File: config.mk
export PLATFORM = sky130hd
export DESIGN_NAME = stx_top
export DESIGN_NICKNAME = d
export VERILOG_FILES = /design/src/pkg/stx_pkg.sv /design/src/core/stx_prescaler.sv /design/src/core/stx_top.sv
export SDC_FILE = /design/constraint.sdc
export NUM_CORES = 1
export LEC_CHECK = 0
export BUFFER_PORTS_ARGS = -buffer_cell sky130_fd_sc_hd__buf_2
export CORE_AREA = 10 10 103 197
export DETAILED_ROUTE_END_ITERATION = 8
export DIE_AREA = 0 0 113 207
export PLACE_DENSITY = 0.66
export SLEW_MARGIN = 20
export SYNTH_ARGS = -nofsm -noshare
export SYNTH_HDL_FRONTEND = slang
export SYNTH_SLANG_ARGS = --single-unit
File: constraint.sdc
create_clock -name I_CLK -period 3.08 [get_ports I_CLK]
set_input_delay 0.154 -clock I_CLK [delete_from_list [all_inputs] [get_ports I_CLK]]
set_output_delay 0.154 -clock I_CLK [all_outputs]
set_load 0.02 [all_outputs]
File: src/pkg/stx_pkg.sv
// Package of constants and types for the serial transmit buffer and frame format block.
package stx_pkg;

	// ==========================================================================
	// Register byte offsets on the APB bus.
	// ==========================================================================
	localparam logic [7:0] OFF_MODE   = 8'h00;
	localparam logic [7:0] OFF_HOLD   = 8'h04;
	localparam logic [7:0] OFF_CTRL   = 8'h08;
	localparam logic [7:0] OFF_STATUS = 8'h0c;
	localparam logic [7:0] OFF_RXDATA = 8'h10;

	// ==========================================================================
	// Reset values.
	// ==========================================================================
	localparam logic [7:0] HOLD_RST = 8'hff;
	localparam logic [7:0] MODE_RST = 8'h00;
	localparam logic [7:0] DIV_RST  = 8'h00;

	// ==========================================================================
	// Field positions of the frame format mode register.
	// ==========================================================================
	localparam int MODE_SYNC  = 7;
	localparam int MODE_SEVEN = 6;
	localparam int MODE_PAR   = 5;
	localparam int MODE_ODD   = 4;
	localparam int MODE_STOP2 = 3;
	localparam int MODE_MP    = 2;
	localparam int MODE_CKS_H = 1;
	localparam int MODE_CKS_L = 0;

	// ==========================================================================
	// Field positions of the control and status registers.
	// ==========================================================================
	localparam int CTRL_TE    = 0;
	localparam int CTRL_RE    = 1;
	localparam int CTRL_MPB   = 2;
	localparam int CTRL_DIV_L = 8;
	localparam int CTRL_DIV_H = 15;
	localparam int ST_EMPTY   = 0;
	localparam int ST_TEND    = 1;
	localparam int ST_RXFULL  = 2;
	localparam int ST_PERR    = 3;
	localparam int ST_FERR    = 4;
	localparam int ST_RXMPB   = 5;

	// ==========================================================================
	// Last data bit indices and prescaler limits (cycles per tick minus one).
	// ==========================================================================
	localparam logic [2:0] LAST_BIT8 = 3'h7;
	localparam logic [2:0] LAST_BIT7 = 3'h6;
	localparam logic [5:0] PRE_LIM1  = 6'h00;
	localparam logic [5:0] PRE_LIM4  = 6'h03;
	localparam logic [5:0] PRE_LIM16 = 6'h0f;
	localparam logic [5:0] PRE_LIM64 = 6'h3f;

	// ==========================================================================
	// State encodings.
	// ==========================================================================
	typedef enum logic [5:0] {
		TX_IDLE  = 6'b000001,
		TX_START = 6'b000010,
		TX_DATA  = 6'b000100,
		TX_XBIT  = 6'b001000,
		TX_STOP1 = 6'b010000,
		TX_STOP2 = 6'b100000
	} stx_tx_e;

	typedef enum logic [4:0] {
		RX_IDLE  = 5'b00001,
		RX_START = 5'b00010,
		RX_DATA  = 5'b00100,
		RX_XBIT  = 5'b01000,
		RX_STOP  = 5'b10000
	} stx_rx_e;

endpackage : stx_pkg
File: src/core/stx_prescaler.sv
// Baud generator input prescaler: one tick per 1, 4, 16 or 64 system clocks.
`timescale 1ns/1ns
`default_nettype none
module stx_prescaler import stx_pkg::*; #(
	parameter int CNT_W = 6
) (
	// Clock and control.
	input  wire logic       i_clk,
	input  wire logic       i_rst,
	input  wire logic       i_ce,
	// Division select.
	input  wire logic [1:0] i_sel,
	// Tick out.
	output logic            o_tick
);

	typedef struct packed {
		logic [CNT_W-1:0] cnt;
	} stx_pre_s;

	stx_pre_s   r_reg;
	stx_pre_s   r_next;
	logic [5:0] lim;

	// ==========================================================================
	// Elaboration check.
	// ==========================================================================
	if (CNT_W < 6) begin : g_bad_width
		$error("Prescaler counter narrower than six bits cannot divide by 64.");
	end

	// Limit lookup and counter; the count restarts at the limit.
	always_comb begin
		case (i_sel)
			2'h0:    lim = PRE_LIM1;
			2'h1:    lim = PRE_LIM4;
			2'h2:    lim = PRE_LIM16;
			default: lim = PRE_LIM64;
		endcase
		o_tick = (r_reg.cnt >= CNT_W'(lim));
		r_next = r_reg;
		r_next.cnt = o_tick ? '0 : r_reg.cnt + CNT_W'(1);
	end

	// State register, frozen while the clock enable is low.
	always_ff @(posedge i_clk) begin
		if (i_rst) begin
			r_reg <= '0;
		end else if (i_ce) begin
			r_reg <= r_next;
		end
	end

	// Undivided selection ticks every cycle.
	property p_undivided;
		@(posedge i_clk) disable iff (i_rst)
		(i_sel == 2'h0) |-> o_tick;
	endproperty
	a_undivided: assert property (p_undivided) else $error("Undivided clock did not tick.");

	// Divide by four leaves three idle cycles after a tick.
	property p_div4;
		@(posedge i_clk) disable iff (i_rst)
		(i_sel == 2'h1 && o_tick && i_ce) ##1 (i_sel == 2'h1 && i_ce)[*3] |->
		!o_tick && !$past(o_tick) && !$past(o_tick, 2);
	endproperty
	a_div4: assert property (p_div4) else $error("Divide by four ticked too early.");

endmodule : stx_prescaler
`default_nettype wire

File: src/core/stx_top.sv
// Serial transmit holding register, frame format register and character framer with APB access.
//
// Operation
// - Empty shifter takes held byte and starts sending.
// - Next byte may be loaded during sending.
// - Holding register readable and writable at any time.
// - Holding register resets and sleeps to all ones.
// - Mode register resets to zero, always accessible.
// - Mode bit 7 selects asynchronous or synchronous.
// - Mode bit 6 selects seven or eight bits, asynchronous only.
// - Seven-bit characters drop the held byte MSB.
// - Mode bit 5 enables parity, asynchronous only.
// - Mode bit 4 picks even or odd parity.
// - Parity makes ones count even or odd.
// - Mode bit 3 gives one or two stops, asynchronous only.
// - Receiver checks only the first stop bit.
// - Multiprocessor mode overrides parity settings.
// - Mode bits 1:0 divide clock 1, 4, 16, 64.
// - Shifter sends least significant bit first.
// - No transfer while holding empty flag is set.
// - Enabled holding write clears flag, starts sending.
`timescale 1ns/1ns
`default_nettype none
module stx_top import stx_pkg::*; #(
	parameter int ADDR_W = 8
) (
	// Clock, reset, enable and low-power entry.
	input  wire logic              I_CLK,
	input  wire logic              I_RST,
	input  wire logic              I_CE,
	input  wire logic              I_STBY,
	// APB slave.
	input  wire logic              I_PSEL,
	input  wire logic              I_PENABLE,
	input  wire logic              I_PWRITE,
	input  wire logic [ADDR_W-1:0] I_PADDR,
	input  wire logic [31:0]       I_PWDATA,
	output logic      [31:0]       O_PRDATA,
	output logic                   O_PREADY,
	output logic                   O_PSLVERR,
	// Serial line.
	input  wire logic              I_RXD,
	output logic                   O_TXD,
	output logic                   O_SCK
);

	typedef struct packed {
		logic [7:0]  mode;
		logic [7:0]  hold;
		logic        te;
		logic        re;
		logic        mpb_tx;
		logic [7:0]  div;
		logic        hold_empty;
		stx_tx_e     tx_st;
		logic [7:0]  sh;
		logic        xbit;
		logic [2:0]  tidx;
		logic [7:0]  bcnt;
		logic        txd;
		logic        sck;
		stx_rx_e     rx_st;
		logic [7:0]  rsh;
		logic [2:0]  ridx;
		logic [7:0]  rcnt;
		logic [7:0]  rdata;
		logic        rx_full;
		logic        par_err;
		logic        frm_err;
		logic        rx_mpb;
		logic [31:0] prdata;
		logic        pready;
		logic        pslverr;
	} stx_state_s;

	stx_state_s r_reg;
	stx_state_s r_next;
	logic       tick;
	logic       pre_clr;

	// ==========================================================================
	// Elaboration check.
	// ==========================================================================
	if (ADDR_W < 5 || ADDR_W > 8) begin : g_bad_addr
		$error("Address width must be 5 to 8 bits to decode the register map.");
	end

	// ==========================================================================
	// Prescaler.
	// ==========================================================================
	stx_prescaler #(
		.CNT_W (6)
	) u_pre (
		.i_clk  (I_CLK),
		.i_rst  (pre_clr),
		.i_ce   (I_CE),
		.i_sel  (r_reg.mode[MODE_CKS_H:MODE_CKS_L]),
		.o_tick (tick)
	);

	// ==========================================================================
	// Next-state logic.
	// ==========================================================================
	logic       acc, commit, wr, wr_hold, hit;
	logic       sync, seven, xen, load, tbit_end, rbit_end, rhalf;
	logic [2:0] last;
	logic [7:0] hword, rbyte;
	logic [31:0] rd;

	// A load restarts the prescaler so the first bit of a frame has full length.
	// The receiver shares the tick, so its bit timing jumps when a frame starts.
	assign pre_clr = I_RST || (I_CE && load);

	// One process computes bus, transmit and receive next state together.
	always_comb begin
		r_next   = r_reg;
		acc      = I_PSEL && I_PENABLE;
		commit   = acc && r_reg.pready;
		wr       = commit && I_PWRITE;
		wr_hold  = wr && (I_PADDR == ADDR_W'(OFF_HOLD));
		sync     = r_reg.mode[MODE_SYNC];
		seven    = !sync && r_reg.mode[MODE_SEVEN];
		last     = seven ? LAST_BIT7 : LAST_BIT8;
		// Multiprocessor bit replaces parity; synchronous adds neither.
		xen      = !sync && (r_reg.mode[MODE_MP] || r_reg.mode[MODE_PAR]);
		hword    = seven ? {1'b0, r_reg.hold[6:0]} : r_reg.hold;
		tbit_end = tick && (r_reg.bcnt == r_reg.div);
		rbit_end = tick && (r_reg.rcnt == r_reg.div);
		rhalf    = tick && (r_reg.rcnt == (r_reg.div >> 1));
		rbyte    = seven ? {1'b0, r_reg.rsh[7:1]} : r_reg.rsh;
		load     = 1'b0;

		// Read mux; answered one cycle into the access phase.
		hit = 1'b1;
		rd  = '0;
		case (I_PADDR)
			ADDR_W'(OFF_MODE):   rd[7:0] = r_reg.mode;
			ADDR_W'(OFF_HOLD):   rd[7:0] = r_reg.hold;
			ADDR_W'(OFF_CTRL): begin
				rd[CTRL_TE]  = r_reg.te;
				rd[CTRL_RE]  = r_reg.re;
				rd[CTRL_MPB] = r_reg.mpb_tx;
				rd[CTRL_DIV_H:CTRL_DIV_L] = r_reg.div;
			end
			ADDR_W'(OFF_STATUS): begin
				rd[ST_EMPTY]  = r_reg.hold_empty;
				rd[ST_TEND]   = r_reg.hold_empty && (r_reg.tx_st == TX_IDLE);
				rd[ST_RXFULL] = r_reg.rx_full;
				rd[ST_PERR]   = r_reg.par_err;
				rd[ST_FERR]   = r_reg.frm_err;
				rd[ST_RXMPB]  = r_reg.rx_mpb;
			end
			ADDR_W'(OFF_RXDATA): rd[7:0] = r_reg.rdata;
			default:             hit = 1'b0;
		endcase
		if (acc && !r_reg.pready) begin
			r_next.pready  = 1'b1;
			r_next.prdata  = I_PWRITE ? 32'h0 : rd;
			r_next.pslverr = !hit;
		end else begin
			r_next.pready  = 1'b0;
			r_next.pslverr = 1'b0;
		end

		// Register writes take effect on the completing edge.
		if (wr) begin
			case (I_PADDR)
				ADDR_W'(OFF_MODE): r_next.mode = I_PWDATA[7:0];
				ADDR_W'(OFF_HOLD): r_next.hold = I_PWDATA[7:0];
				ADDR_W'(OFF_CTRL): begin
					r_next.te     = I_PWDATA[CTRL_TE];
					r_next.re     = I_PWDATA[CTRL_RE];
					r_next.mpb_tx = I_PWDATA[CTRL_MPB];
					r_next.div    = I_PWDATA[CTRL_DIV_H:CTRL_DIV_L];
				end
				default: ;
			endcase
		end

		// Transmit sequencer; a load waits a cycle behind a holding write so
		// the byte being written is never lost under the one being taken.
		if (r_reg.tx_st != TX_IDLE && tick) begin
			r_next.bcnt = tbit_end ? 8'h00 : r_reg.bcnt + 8'h01;
		end
		case (r_reg.tx_st)
			TX_IDLE: begin
				load = r_reg.te && !r_reg.hold_empty && !wr_hold;
			end
			TX_START: begin
				if (tbit_end) begin
					r_next.tx_st = TX_DATA;
					r_next.tidx  = 3'h0;
				end
			end
			TX_DATA: begin
				if (tbit_end) begin
					r_next.sh   = r_reg.sh >> 1;
					r_next.tidx = r_reg.tidx + 3'h1;
					if (r_reg.tidx == last) begin
						if (xen) begin
							r_next.tx_st = TX_XBIT;
						end else if (sync) begin
							load = r_reg.te && !r_reg.hold_empty && !wr_hold;
							r_next.tx_st = TX_IDLE;
						end else begin
							r_next.tx_st = TX_STOP1;
						end
					end
				end
			end
			TX_XBIT: begin
				if (tbit_end) begin
					r_next.tx_st = TX_STOP1;
				end
			end
			TX_STOP1: begin
				if (tbit_end) begin
					if (r_reg.mode[MODE_STOP2]) begin
						r_next.tx_st = TX_STOP2;
					end else begin
						load = r_reg.te && !r_reg.hold_empty && !wr_hold;
						r_next.tx_st = TX_IDLE;
					end
				end
			end
			TX_STOP2: begin
				if (tbit_end) begin
					load = r_reg.te && !r_reg.hold_empty && !wr_hold;
					r_next.tx_st = TX_IDLE;
				end
			end
			default: r_next.tx_st = TX_IDLE;
		endcase
		if (load) begin
			r_next.sh    = hword;
			r_next.tidx  = 3'h0;
			r_next.bcnt  = 8'h00;
			r_next.tx_st = sync ? TX_DATA : TX_START;
			// Parity over the sent bits, or the multiprocessor bit instead.
			r_next.xbit  = r_reg.mode[MODE_MP] ? r_reg.mpb_tx :
			               (^hword) ^ r_reg.mode[MODE_ODD];
		end

		// Empty flag: a load sets it, an enabled holding write clears it.
		if (!r_reg.te) begin
			r_next.hold_empty = 1'b1;
		end else begin
			r_next.hold_empty = (r_reg.hold_empty && !wr_hold) || load;
		end

		// Receiver for asynchronous frames, sampled at bit centres.
		if (r_reg.rx_st != RX_IDLE && tick) begin
			r_next.rcnt = rbit_end ? 8'h00 : r_reg.rcnt + 8'h01;
		end
		case (r_reg.rx_st)
			RX_IDLE: begin
				if (r_reg.re && !sync && !I_RXD) begin
					r_next.rx_st = RX_START;
					r_next.rcnt  = 8'h00;
				end
			end
			RX_START: begin
				if (rhalf) begin
					r_next.rx_st = I_RXD ? RX_IDLE : RX_DATA;
					r_next.rcnt  = 8'h00;
					r_next.ridx  = 3'h0;
				end
			end
			RX_DATA: begin
				if (rbit_end) begin
					r_next.rsh  = {I_RXD, r_reg.rsh[7:1]};
					r_next.ridx = r_reg.ridx + 3'h1;
					if (r_reg.ridx == last) begin
						r_next.rx_st = xen ? RX_XBIT : RX_STOP;
					end
				end
			end
			RX_XBIT: begin
				if (rbit_end) begin
					if (r_reg.mode[MODE_MP]) begin
						r_next.rx_mpb = I_RXD;
					end else if (((^rbyte) ^ I_RXD) != r_reg.mode[MODE_ODD]) begin
						r_next.par_err = 1'b1;
					end
					r_next.rx_st = RX_STOP;
				end
			end
			RX_STOP: begin
				// Only the first stop bit is looked at; a low bit after it is
				// picked up in idle as the next start bit.
				if (rbit_end) begin
					r_next.frm_err = r_reg.frm_err || !I_RXD;
					r_next.rdata   = rbyte;
					r_next.rx_full = 1'b1;
					r_next.rx_st   = RX_IDLE;
				end
			end
			default: r_next.rx_st = RX_IDLE;
		endcase

		// Write-one-to-clear of receive flags; a set in the same cycle wins only if the flag was low before it.
		if (wr && I_PADDR == ADDR_W'(OFF_STATUS)) begin
			r_next.rx_full = r_next.rx_full &&
			                 !(I_PWDATA[ST_RXFULL] && r_next.rx_full == r_reg.rx_full);
			r_next.par_err = r_next.par_err &&
			                 !(I_PWDATA[ST_PERR] && r_next.par_err == r_reg.par_err);
			r_next.frm_err = r_next.frm_err &&
			                 !(I_PWDATA[ST_FERR] && r_next.frm_err == r_reg.frm_err);
		end

		// Low-power entry returns the holding and mode registers to reset values.
		if (I_STBY) begin
			r_next.hold = HOLD_RST;
			r_next.mode = MODE_RST;
		end

		// Line outputs follow the next sequencer state.
		case (r_next.tx_st)
			TX_START: r_next.txd = 1'b0;
			TX_DATA:  r_next.txd = r_next.sh[0];
			TX_XBIT:  r_next.txd = r_next.xbit;
			default:  r_next.txd = 1'b1;
		endcase
		// The clock only toggles when a bit spans two ticks or more, so synchronous
		// mode needs a divider value of at least one.
		r_next.sck = !(sync && r_next.tx_st == TX_DATA && r_next.bcnt <= (r_reg.div >> 1));
	end

	// ==========================================================================
	// State register.
	// ==========================================================================
	// Reset loads constants only; the clock enable freezes everything.
	always_ff @(posedge I_CLK) begin
		if (I_RST) begin
			r_reg            <= '0;
			r_reg.mode       <= MODE_RST;
			r_reg.hold       <= HOLD_RST;
			r_reg.div        <= DIV_RST;
			r_reg.hold_empty <= 1'b1;
			r_reg.tx_st      <= TX_IDLE;
			r_reg.rx_st      <= RX_IDLE;
			r_reg.txd        <= 1'b1;
			r_reg.sck        <= 1'b1;
		end else if (I_CE) begin
			r_reg <= r_next;
		end
	end

	// Outputs come straight from the state register.
	assign O_PRDATA  = r_reg.prdata;
	assign O_PREADY  = r_reg.pready;
	assign O_PSLVERR = r_reg.pslverr;
	assign O_TXD     = r_reg.txd;
	assign O_SCK     = r_reg.sck;

	// ==========================================================================
	// Assertions.
	// ==========================================================================
	property p_load;
		@(posedge I_CLK) disable iff (I_RST)
		(I_CE && !I_STBY && r_reg.tx_st == TX_IDLE && r_reg.te && !r_reg.hold_empty && !wr_hold)
		|=> (r_reg.tx_st != TX_IDLE) && r_reg.hold_empty && !O_TXD == !r_reg.mode[MODE_SYNC] ||
		    r_reg.mode[MODE_SYNC];
	endproperty
	a_load: assert property (p_load) else $error("Held byte was not taken by idle shifter.");

	property p_no_load;
		@(posedge I_CLK) disable iff (I_RST)
		(r_reg.tx_st == TX_IDLE && r_reg.hold_empty && !wr_hold) |=> r_reg.tx_st == TX_IDLE;
	endproperty
	a_no_load: assert property (p_no_load) else $error("Transfer started with empty flag set.");

	property p_wr_clear;
		@(posedge I_CLK) disable iff (I_RST)
		(I_CE && wr_hold && r_reg.te && r_reg.tx_st != TX_IDLE) |=> !r_reg.hold_empty;
	endproperty
	a_wr_clear: assert property (p_wr_clear) else $error("Holding write left empty flag set.");

	property p_hold_rst;
		@(posedge I_CLK) (I_RST || (I_CE && I_STBY)) |=> r_reg.hold == HOLD_RST;
	endproperty
	a_hold_rst: assert property (p_hold_rst) else $error("Holding register not all ones.");

	property p_mode_rst;
		@(posedge I_CLK) (I_RST || (I_CE && I_STBY)) |=> r_reg.mode == MODE_RST;
	endproperty
	a_mode_rst: assert property (p_mode_rst) else $error("Mode register not cleared.");

	property p_frame_edges;
		@(posedge I_CLK) disable iff (I_RST)
		((r_reg.tx_st == TX_START) |-> !O_TXD) and
		((r_reg.tx_st inside {TX_IDLE, TX_STOP1, TX_STOP2}) |-> O_TXD);
	endproperty
	a_frame_edges: assert property (p_frame_edges) else $error("Start or stop level wrong.");

	property p_lsb_first;
		@(posedge I_CLK) disable iff (I_RST)
		(r_reg.tx_st == TX_DATA) |-> O_TXD == r_reg.sh[0] && (r_reg.tidx != 3'h7 || !seven);
	endproperty
	a_lsb_first: assert property (p_lsb_first) else $error("Data bit order or length wrong.");

	property p_sync_frame;
		@(posedge I_CLK) disable iff (I_RST)
		r_reg.mode[MODE_SYNC] && !$changed(r_reg.mode) |->
		!(r_reg.tx_st inside {TX_START, TX_XBIT, TX_STOP1, TX_STOP2}) || $past(r_reg.tx_st) != TX_DATA;
	endproperty
	a_sync_frame: assert property (p_sync_frame) else $error("Synchronous frame got framing bits.");

	property p_apb_answer;
		@(posedge I_CLK) disable iff (I_RST)
		(I_CE && I_PSEL && I_PENABLE && !O_PREADY) |=> O_PREADY;
	endproperty
	a_apb_answer: assert property (p_apb_answer) else $error("APB answer late.");

endmodule : stx_top
`default_nettype wire

=== After elaboration in Yosys (flattened, before gate mapping) ===
Index checks and enable logic that the tools add are counted.

* Eq/ne operators: 39
* Order comparisons: 2
* Mux-type cells: 70
* Bitwise operators: 2
* Add/sub/neg operators: 5
* Reductions and logical operators: 65

{| class="wikitable"
|+ Operators by type and width
! operator !! count
|-
| 8-bit two-way mux || 11
|-
| 16-bit two-way mux || 3
|-
| 6-bit two-way mux || 8
|-
| 6-bit case mux with 6 select lines || 1
|-
| 5-bit two-way mux || 7
|-
| 1-bit logical AND || 28
|-
| 27-bit two-way mux || 1
|-
| 26-bit two-way mux || 1
|-
| 5-bit case mux with 5 select lines || 1
|-
| 11-bit two-way mux || 2
|-
| 1-bit two-way mux || 19
|-
| 6-bit case mux with 3 select lines || 1
|-
| 3-bit AND reduction || 6
|-
| 8-bit by 1-bit adder with 8-bit output, second input constant || 2
|-
| 8-bit by 4-bit equality test with 1-bit output, second input constant || 2
|-
| 8-bit equality test || 2
|-
| 8-bit case mux with 2 select lines || 1
|-
| 8-bit parity || 2
|-
| 3-bit two-way mux || 5
|-
| 3-bit case mux with 5 select lines || 1
|-
| 14-bit two-way mux || 1
|-
| 6-bit by 2-bit equality test with 1-bit output, second input constant || 2
|-
| 6-bit by 3-bit equality test with 1-bit output, second input constant || 2
|-
| 6-bit by 4-bit equality test with 1-bit output, second input constant || 2
|-
| 41 further kinds || 72
|}

* Output and inout port bits: 36
* Bits of input ports: 48
* Register bits: 132

=== Logic depth before layout (Yosys ltp) ===
Gate-level depths: netlist (run 1).

* Depth in word-level cells: 16
* Depth in mapped cells: 19

=== Hierarchy ===
From an unflattened synthesis (run 1), not the netlist that was laid out.

* Cells, all modules: 870
* Area, all modules: 6986.7 µm²

{| class="wikitable"
|+ By module, submodules not included
! module !! seq. area each (µm²) !! cells an instance !! times used !! area each (µm²)
|-
| stx_top || 2202.1 || 825 || 1 || 6586.3
|-
| stx_prescaler || 120.1 || 45 || 1 || 400.4
|}

=== Least setup slack after synthesis (run 1) ===
No wires, ideal clock.

* Path kind: register -> register
* From: reg r_reg[118] (netlist bit)
* To: reg r_reg, in the netlist O_SCK
* Stages on the path, launching flop included: 19
* Data required time: 2.963 ns
* Buffers on the path: 1
* Setup slack: -0.174 ns
* Period minus slack after synthesis: 3.254 ns
* Data arrival time: 3.137 ns
* Cells stage by stage: dfxtp_1 or2_2 ha_1 nand2b_1 a211oi_1 o22a_1 buf_2 nor2_1 nand2_1 a21oi_1 ha_1 nor2b_1 o21a_1 o21a_1 o21a_1 o21ai_0 a21oi_1 nor2_1 a21oi_1

{| class="wikitable"
|+ RTL lines
! item !! line !! text
|-
| from (decl) || stx_top.sv:76 || <nowiki>stx_state_s r_reg;</nowiki>
|-
| from (signal assigned) || stx_top.sv:345 || <nowiki>r_reg <= r_next;</nowiki>
|}

=== Worst setup path after layout (run 1) ===
* From: reg r_reg[118] (netlist bit)
* To: reg r_reg, in the netlist O_SCK

* Longest elaborated chain between the ends: 11

{| class="wikitable"
|+ RTL lines
! item !! line !! text
|-
| 2-bit equality test (tied with other cells) || stx_prescaler.sv:34 || <nowiki>case (i_sel)</nowiki>
|-
| 6-bit case mux with 3 select lines (*) || stx_prescaler.sv:34 ||
|-
| 6-bit greater-or-equal comparator (*) || stx_prescaler.sv:40 || <nowiki>o_tick = (r_reg.cnt >= CNT_W'(lim));</nowiki>
|-
| 1-bit logical AND || stx_top.sv:127 || <nowiki>tbit_end = tick && (r_reg.bcnt == r_reg.div);</nowiki>
|-
| 6-bit two-way mux (tied with other cells) || stx_top.sv:227 || <nowiki>if (tbit_end) begin</nowiki>
|-
| 6-bit case mux with 6 select lines or 1-bit case mux with 4 select lines (tied branches) || stx_top.sv:185 || <nowiki>case (r_reg.tx_st)</nowiki>
|-
| 26-bit two-way mux (*) || stx_top.sv:234 || <nowiki>if (load) begin</nowiki>
|-
| parallel branches: the longest is 2 deep, another holds 8-bit by 7-bit <= comparator with 1-bit output || n/a ||
|-
| 1-bit logical AND (*) || stx_top.sv:326 || <nowiki>r_next.sck = !(sync && r_next.tx_st == TX_DATA && r_next.bcnt <= (r_reg.div >> 1));</nowiki>
|-
| 1-bit zero test (*) || stx_top.sv:326 ||
|}

Mark *: on every way between the ends. The select of a mux whose other input is x is not followed.
A chain may end at the register's enable or synchronous reset.

==> results of run 1 <==
## cells by family (layout without fill, tap and decap cells)
| kind of cell | after synthesis | count (layout) |
|---|---|---|
| other | 1 | 16 |
| and+or+nand+nor | 309 | 309 |
| xor gates and xnor gates | 57 | 57 |
| AOI/OAI and AO/OA | 194 | 194 |
| muxes | 31 | 31 |
| buffers and inverters | 112 | 168 |
| adders and majority gates | 18 | 18 |
| DFF | 116 | 116 |
## metal layers
| metal | up-vias | GRT usage | wire length [um] |
|---|---|---|---|
| met1 | 2956 | 0.198 | 8340 |
| met5 | - | 0 | 0 |
| met4 | 0 | 0.0522 | 285 |
| met2 | 203 | 0.240 | 8700 |
| met3 | 24 | 0.0350 | 1240 |
| li1 | 3022 | - | - |
## cell type report
cell class                      count  area [sq um]  share of cell area
Multi-Input combinational cell    625          4050               0.501
Sequential cell                   116          2320               0.288
Timing Repair Buffer              110           721              0.0892
Clock buffer                       19           443              0.0548
Tap cell                          210           263              0.0325
Clock inverter                     13           183              0.0226
Inverter                           26          97.6              0.0121
## critical path: cells and delay by family (launching register included)
family                     cells  cell delay, ps
AOI/OAI and AO/OA              8            1230
xor gates and xnor gates       1             150
adders and majority gates      2             380
buffers and inverters          1             150
DFF                            1             310
and+or+nand+nor                6             670
## cells in the final DEF (no fill, tap or decap), drive strengths merged, types with 4 or more instances in the layout
cell type,count
a32oi,5
or2,4
a21oi,66
nor4,9
buf,101
nor3,22
o21ai,38
clkinvlp,4
nor2,120
a22oi,24
nand3,22
dlygate4sd3,9
clkbuf,19
o21a,5
bufinv,4
conb,16
dfxtp,116
a211oi,6
nand2b,8
o31ai,5
nand4,13
xor2,16
xnor2,41
ha,18
clkinv,6
o221a,6
nor3b,4
and4,5
inv,25
nor2b,10
mux2i,30
and3,6
nand2,69
a31oi,11
o22ai,4
or3,5
## power by group through the flow
stage / clock (uW) / sequential (uW) / combinational, uW
floorplan: 0 / 1550 / 230
global placement: 0 / 1560 / 294
detailed placement: 0 / 1560 / 300
CTS: 2130 / 1530 / 310
global route: 2190 / 1530 / 348
finish: 2100 / 1530 / 318
## worst paths after layout
kind | from | end | slack, ps
setup / recovery | r_reg[118]$_SDFFE_PP0P_ | O_SCK$_SDFFE_PP1P_ | 90
hold / removal | I_PWDATA[15] | r_reg[106]$_SDFFE_PP0P_ | 20
setup reg to reg | r_reg[118]$_SDFFE_PP0P_ | O_SCK$_SDFFE_PP1P_ | 90
hold reg to reg | r_reg[57]$_SDFFE_PP0P_ | r_reg[57]$_SDFFE_PP0P_ | 460
## what timing repair did
action	CTS	global route
buffers inserted	2	2
setup endpoints to repair	1	8
hold buffers	9	0
gates resized for setup	5	19
hold endpoints to repair	9	0
pin swaps	6	7
## stage by stage
stage	hold WS [ps]	total power [uW]	worst slack (ps)	utilization
final	20.8	3940	90.8	0.472
after global routing	32.2	4070	-76.2	0.472
after CTS	1.11	3970	1.00	0.465
after detailed placement	400	1860	-12.9	0.421
after global placement	389	1850	-4.67	0.421
after floorplan	269	1780	33.2	-
==> results.md, run 1 <==
* Outcome: finished, final reports clean
* Starting density of the core at 0.394
* Simple-gate share of the synthesized area at 0.230
* Post-Syn Area at ~6700 sq um
* CP cell instances: or2_4 -> ha_4 -> nand2b_4 -> a211oi_4 -> o22a_2 -> nor2_4 -> buf_4 -> xor2_1 -> nand2_1 -> ha_1 -> nor2b_1 -> o21a_1 -> o21a_1 -> o21a_1 -> o21ai_1 -> a21oi_1 -> nor2_1 -> a21oi_1
* Pwr dens at a little under 500 nW/um^2
* Switching power at ~950 uW
* Synth cell types at 68
* Seq cells post-synth at roughly 120
* Grt ovf at 0
* Vias in the first global route at ~5800
* Critical Path Source Type: flop
* Leading area contributor after synthesis: dfxtp_1
* N_diodes at 0
* Layout Skew at approximately 8.3 ps
* Vias per cell at roughly 5.5
* Rel. slew slack at 0.489
* Final period util at 0.971
* Gate Count Post-Synth at around 840
* Yosys top cell area share at 0.345
* Synthesis-to-finish area growth at 19.9%
* Dpl cells at 1074
* Layout Nets at between 900 and 1000
* CP max stage delay at between 300 and 400 ps
* Initial antenna violation count at 0
* Largest net degree at the start of global routing at 58
* Clk pwr share at 0.531
* H-tree depth at 4
* Core ar. at between 15000 and 20000 sq um
* Reg2reg path depth at 18
* Sequential share of power at 0.388
* Area contributors post-synth: dfxtp_1, nor2_1, xnor2_1, a21oi_1, mux2i_1
* Worst ir drop on vdd at ~360 uV
* Post-Syn Area per Cell at around 8.0 sq um
* Fraction of registers with async set/reset at 0
* Worst Tran Pin Value at about 770 ps
* Fillers at 1631
* Die Y at ~210 um
* Critical-path top delay cell: dfxtp_2
* Clock slew at reported path FFs at roughly 60 ps
* 1st-pass router iterations at 4
* Die area at 23400 sq um
* Final setup viols at 0
* Pleak at 0.00313 uW
* Top cell by count, worst path: o21a_1
* EDFF count, synth at 0
* # port buffers at 51
* Max Slew Vio Count at 0
* Compound-Gate Fraction of Synth Area at 0.186
* Combinational family with the most area after synthesis: simple AND/OR/NAND/NOR gates
* Max Fclk at 335 MHz
* Routed len/inst at roughly 17 um
* TritonCTS clock tree: done
* Layout cells sized above 1 at 0.199
* DR DRC count at 0
* Root buffer cell: clkbuf_16
* DRT antenna net count at 0
* Internal power at 3000 uW
* Post-layout min period at around 3000 ps
* Hold depth at 3
* Post-synth top cells: nor2_1, dfxtp_1, nand2_1
* Initial drt markers at between 300 and 400
* CP Data Required Time at about 3400 ps
* Clock sinks at roughly 120
* Adder-Cell Fraction of Synth Area at 0.0334
* CP Max Fanout at 4
* Worst Path Arrival at ~3300 ps
* CP Class: reg -> reg
* Sequential fraction of the synthesis area at 0.345
* Die width at around 110 um
* Count of non-filler cells in the finished layout at approximately 1100
* RSZ-0062 raised after global routing: yes
* Yosys Warn Count at 0
* Row count at between 60 and 70
* Setup tns final at 0 ps
* Tot GR Track Use at 0.152
* Routability cong. at slightly below 0.9
* Placed cell areas at between 7000 and 8000 sq um
* Routed WL at roughly 19000 um
* Post-synthesis xor/xnor area fraction at 0.0741
* CP endpoint kind: flop
* CTS Buffer Depth at 2
* Logic pwr share at 0.081
* Ports at 84
* Post-synth top flop: dfxtp_1
* Max-cap violations at 0
* Hold WC Path Type: in -> reg
* Multiplexer share of the synthesized area at 0.0462
* CTS buffer count at 17
* Switching part of the total at 0.240
* Count leader, synth: nor2_1
* Clk_lat worst skew at around 420 ps
* Design area at roughly 8000 sq um
* Global-route wire length before repair at between 20000 and 30000 um
* Max FFs per register at 90
* Hold Violations, Final at 0
* Detail Placement HPWL at 13200 um
* DR vias at roughly 6200
No activity file was read; power rests on OpenSTA's default activity.
==> run 2: changes to the inputs <==
- PLACE_DENSITY: 0.66 -> 0.64
- clock period: 3.08 -> 3.6 ns (I/O delays scaled with it)
==> run 2 against run 1 <==
Compared with the run above:
- utilization decreased by 2.3 points
- critical path depth fell by 2
- register-to-register slack improved by 180 ps
- via count decreased by 3.2%
- clock-buffer cell count grew 4
- sequential cell count unchanged
- global-route usage increased by 0.19 points
- combinational power is 21% lower
- non-clock buffer count decreased by 33
- critical path type unchanged
- largest power group unchanged
==> results.md, run 2 (synthesis results as in run 1) <==
* Hold depth at 3 (unchanged)
* Worst Tran Pin Value at 814 ps (was 765 ps)
* Worst r2r src: r_reg[118]$_SDFFE_PP0P_ (unchanged)
* Layout Nets at 929 (was 962)
* Global-route wire length before repair at 30200 um (was 29900 um)
* Max Fclk at 300 MHz (was 335 MHz)
* Largest net degree at the start of global routing at 59 (was 58)
* Layout Skew at 9.29 ps (was 8.27 ps)
* Critical Path Source Type: flop (unchanged)
* DR DRC count at 0 (unchanged)
* CP max stage delay at 340 ps (was 310 ps)
* Vias in the first global route at 5952 (was 5825)
* Fillers at 1698 (was 1631)
* Row count at 68 (unchanged)
* Post-layout min period at 3330 ps (was 2990 ps)
* Initial antenna violation count at 0 (unchanged)
* DRT antenna net count at 0 (unchanged)
* Die Y at 207 um (unchanged)
* 1st-pass router iterations at 5 (was 4)
* Hold WC Path Type: in -> reg (unchanged)
* Detail Placement HPWL at 13100 um (was 13200 um)
* Worst Hold Launch: I_PWDATA[9] (was I_PWDATA[15])
* Final design utilization at 0.449 (was 0.472)
* CTS Buffer Depth at 2 (unchanged)
* CP cell instances: or2_2 -> ha_1 -> nand2b_1 -> a211oi_2 -> o22a_1 -> o21ai_0 -> a21oi_2 -> ha_1 -> nor2b_1 -> o21a_1 -> o21a_1 -> o21a_1 -> o21ai_0 -> a21oi_1 -> nor2_1 -> a21oi_1 (was or2_4 -> ha_4 -> nand2b_4 -> a211oi_4 -> o22a_2 -> nor2_4 -> buf_4 -> xor2_1 -> nand2_1 -> ha_1 -> nor2b_1 -> o21a_1 -> o21a_1 -> o21a_1 -> o21ai_1 -> a21oi_1 -> nor2_1 -> a21oi_1)
* Clock slew at reported path FFs at 60 ps (about the same)
* Pleak at 0.00294 uW (was 0.00313 uW)
* Core ar. at 17100 sq um (unchanged)
* Reg2reg path depth at 16 (was 18)
* Starting density of the core at 0.394 (unchanged)
* Clock sinks at 116 (unchanged)
* CTS buffer count at 17 (unchanged)
* Worst ir drop on vdd at 272 uV (was 360 uV)
* DR vias at 6005 (was 6205)
* Outcome: finished, final reports clean (unchanged)
* N_diodes at 0 (unchanged)
* Grt ovf at 0 (unchanged)
* CP Max Fanout at 4 (unchanged)
* Routed len/inst at 16.7 um (was 16.6 um)
* Die width at 113 um (unchanged)
* Initial drt markers at 303 (was 384)
* Design area at 7680 sq um (was 8080 sq um)
* Pwr dens at 441 nW/um^2 (was 488 nW/um^2)
* H-tree depth at 4 (unchanged)
* Hold Violations, Final at 0 (unchanged)
* Final setup viols at 0 (unchanged)
* Die area at 23400 sq um (unchanged)
* Most frequent cells in the layout: nor2_1, dfxtp_1, nand2_1 (was nor2_1, dfxtp_1, nand2_1, a21oi_1, buf_2)
* Routability cong. at 0.873 (was 0.895)
* Reg2Reg Capture Point: O_SCK$_SDFFE_PP1P_ (unchanged)
* CP Class: reg -> reg (unchanged)
* Max Slew Vio Count at 0 (unchanged)
* Clk_lat worst skew at 420 ps (about the same)
* # port buffers at 51 (unchanged)
* CP Data Required Time at 3910 ps (was 3380 ps)
* Routed WL at 18100 um (was 18600 um)
* Rel. slew slack at 0.457 (was 0.489)
* Commonest non-fill, non-tap cell in the layout: nor2_1 (unchanged)
* Max-cap violations at 0 (unchanged)
* Top cell by count, worst path: o21a_1 (unchanged)
* CP endpoint kind: flop (unchanged)
* DP Worst Slack at 225 ps (was -12.9 ps)
* Layout cells sized above 1 at 0.155 (was 0.199)
* Final period util at 0.925 (was 0.971)
* Critical-path top delay cell: or2_2 (was dfxtp_2)
* PnR worst setup slack at 270 ps (was 90.8 ps)
* Ports at 84 (unchanged)
* Hold EP: r_reg[100]$_SDFFE_PP0P_ (was r_reg[106]$_SDFFE_PP0P_)
* R2R setup slack at 270 ps (was 90 ps)
* Tot GR Track Use at 0.154 (was 0.152)
* Placed cell areas at 7020 sq um (was 7200 sq um)
* Worst Path Arrival at 3640 ps (was 3290 ps)
* Vias per cell at 5.53 (was 5.55)
* Root buffer cell: clkbuf_16 (unchanged)
* Max FFs per register at 90 (unchanged)
* TritonCTS clock tree: done (unchanged)
* Synthesis-to-finish area growth at 13.9% (was 19.9%)
-- run 2: cell count changes in the layout (fill, tap and decap cells not counted), moves of 3 or more --
cell           previous run  this run
ha_1                     14        18
dlygate4sd3_1             9         0
clkbuf_8                  1         4
nand2_2                   4         1
buf_4                    50        26
nand2_1                  65        68
o21ai_0                  31        34
ha_4                      4         0
-- run 2: where the power goes --
group	switching [uW]	internal, uW
sequential	15.9	1290
combinational	168	82.4
clock	599	1230
-- run 2: timing repair --
action / 4_1_cts / 5_1_grt
setup endpoints to repair: 0 / 1
hold buffers: 0 / 0
resized for setup: 0 / 3
setup buffers: 0 / 1
-- run 2: stage by stage --
step / hold slack, ps / instances / TNS [ps] / power (uW)
after global routing: 7.78 / 1085 / -29.7 / 3490
after detailed placement: 430 / 1053 / 0 / 1580
after global placement: 416 / 1053 / 0 / 1580
after CTS: 0.311 / 1084 / 0 / 3400
final: 1.85 / 1085 / 0 / 3390
after floorplan: 295 / 853 / 0 / 1530
-- run 2: how the worst max path moves through the flow --
stage                             from            endpoint  slack (ps)  cells past startpoint
4_1_cts        r_reg[118]$_SDFFE_PP0P_  O_SCK$_SDFFE_PP1P_         180                     16
6_report       r_reg[118]$_SDFFE_PP0P_  O_SCK$_SDFFE_PP1P_         270                     16
3_5_place_dp   r_reg[118]$_SDFFE_PP0P_  O_SCK$_SDFFE_PP1P_         230                     16
3_3_place_gp   r_reg[118]$_SDFFE_PP0P_  O_SCK$_SDFFE_PP1P_         260                     16
5_1_grt        r_reg[118]$_SDFFE_PP0P_  O_SCK$_SDFFE_PP1P_         -30                     16
2_1_floorplan  r_reg[118]$_SDFFE_PP0P_  O_SCK$_SDFFE_PP1P_         350                     18
-- run 2: worst max-delay path, delay by kind of cell, from the launching register on --
| kind | cells | cell delay [ps] |
|---|---|---|
| flops | 1 | 330 |
| simple gates | 4 | 730 |
| fa+ha+maj | 2 | 570 |
| compound gates | 10 | 1610 |
-- run 2: final cells by class --
| class | instances | area, sq um | share of cell area |
|---|---|---|---|
| flip-flops and latches | 116 | 2320 | 0.302 |
| clock buffers | 23 | 488 | 0.0636 |
| multi-input cells | 625 | 3910 | 0.509 |
| well taps | 210 | 263 | 0.0342 |
| inverters | 26 | 97.6 | 0.0127 |
| repair buffers | 77 | 450 | 0.0587 |
| clock inverters | 8 | 148 | 0.0192 |
-- run 2: per-layer routing --
metal,global-route usage,part of all wire
met1,0.199,0.46
met5,0,0
met4,0.0548,0.018
met2,0.243,0.47
met3,0.0367,0.056
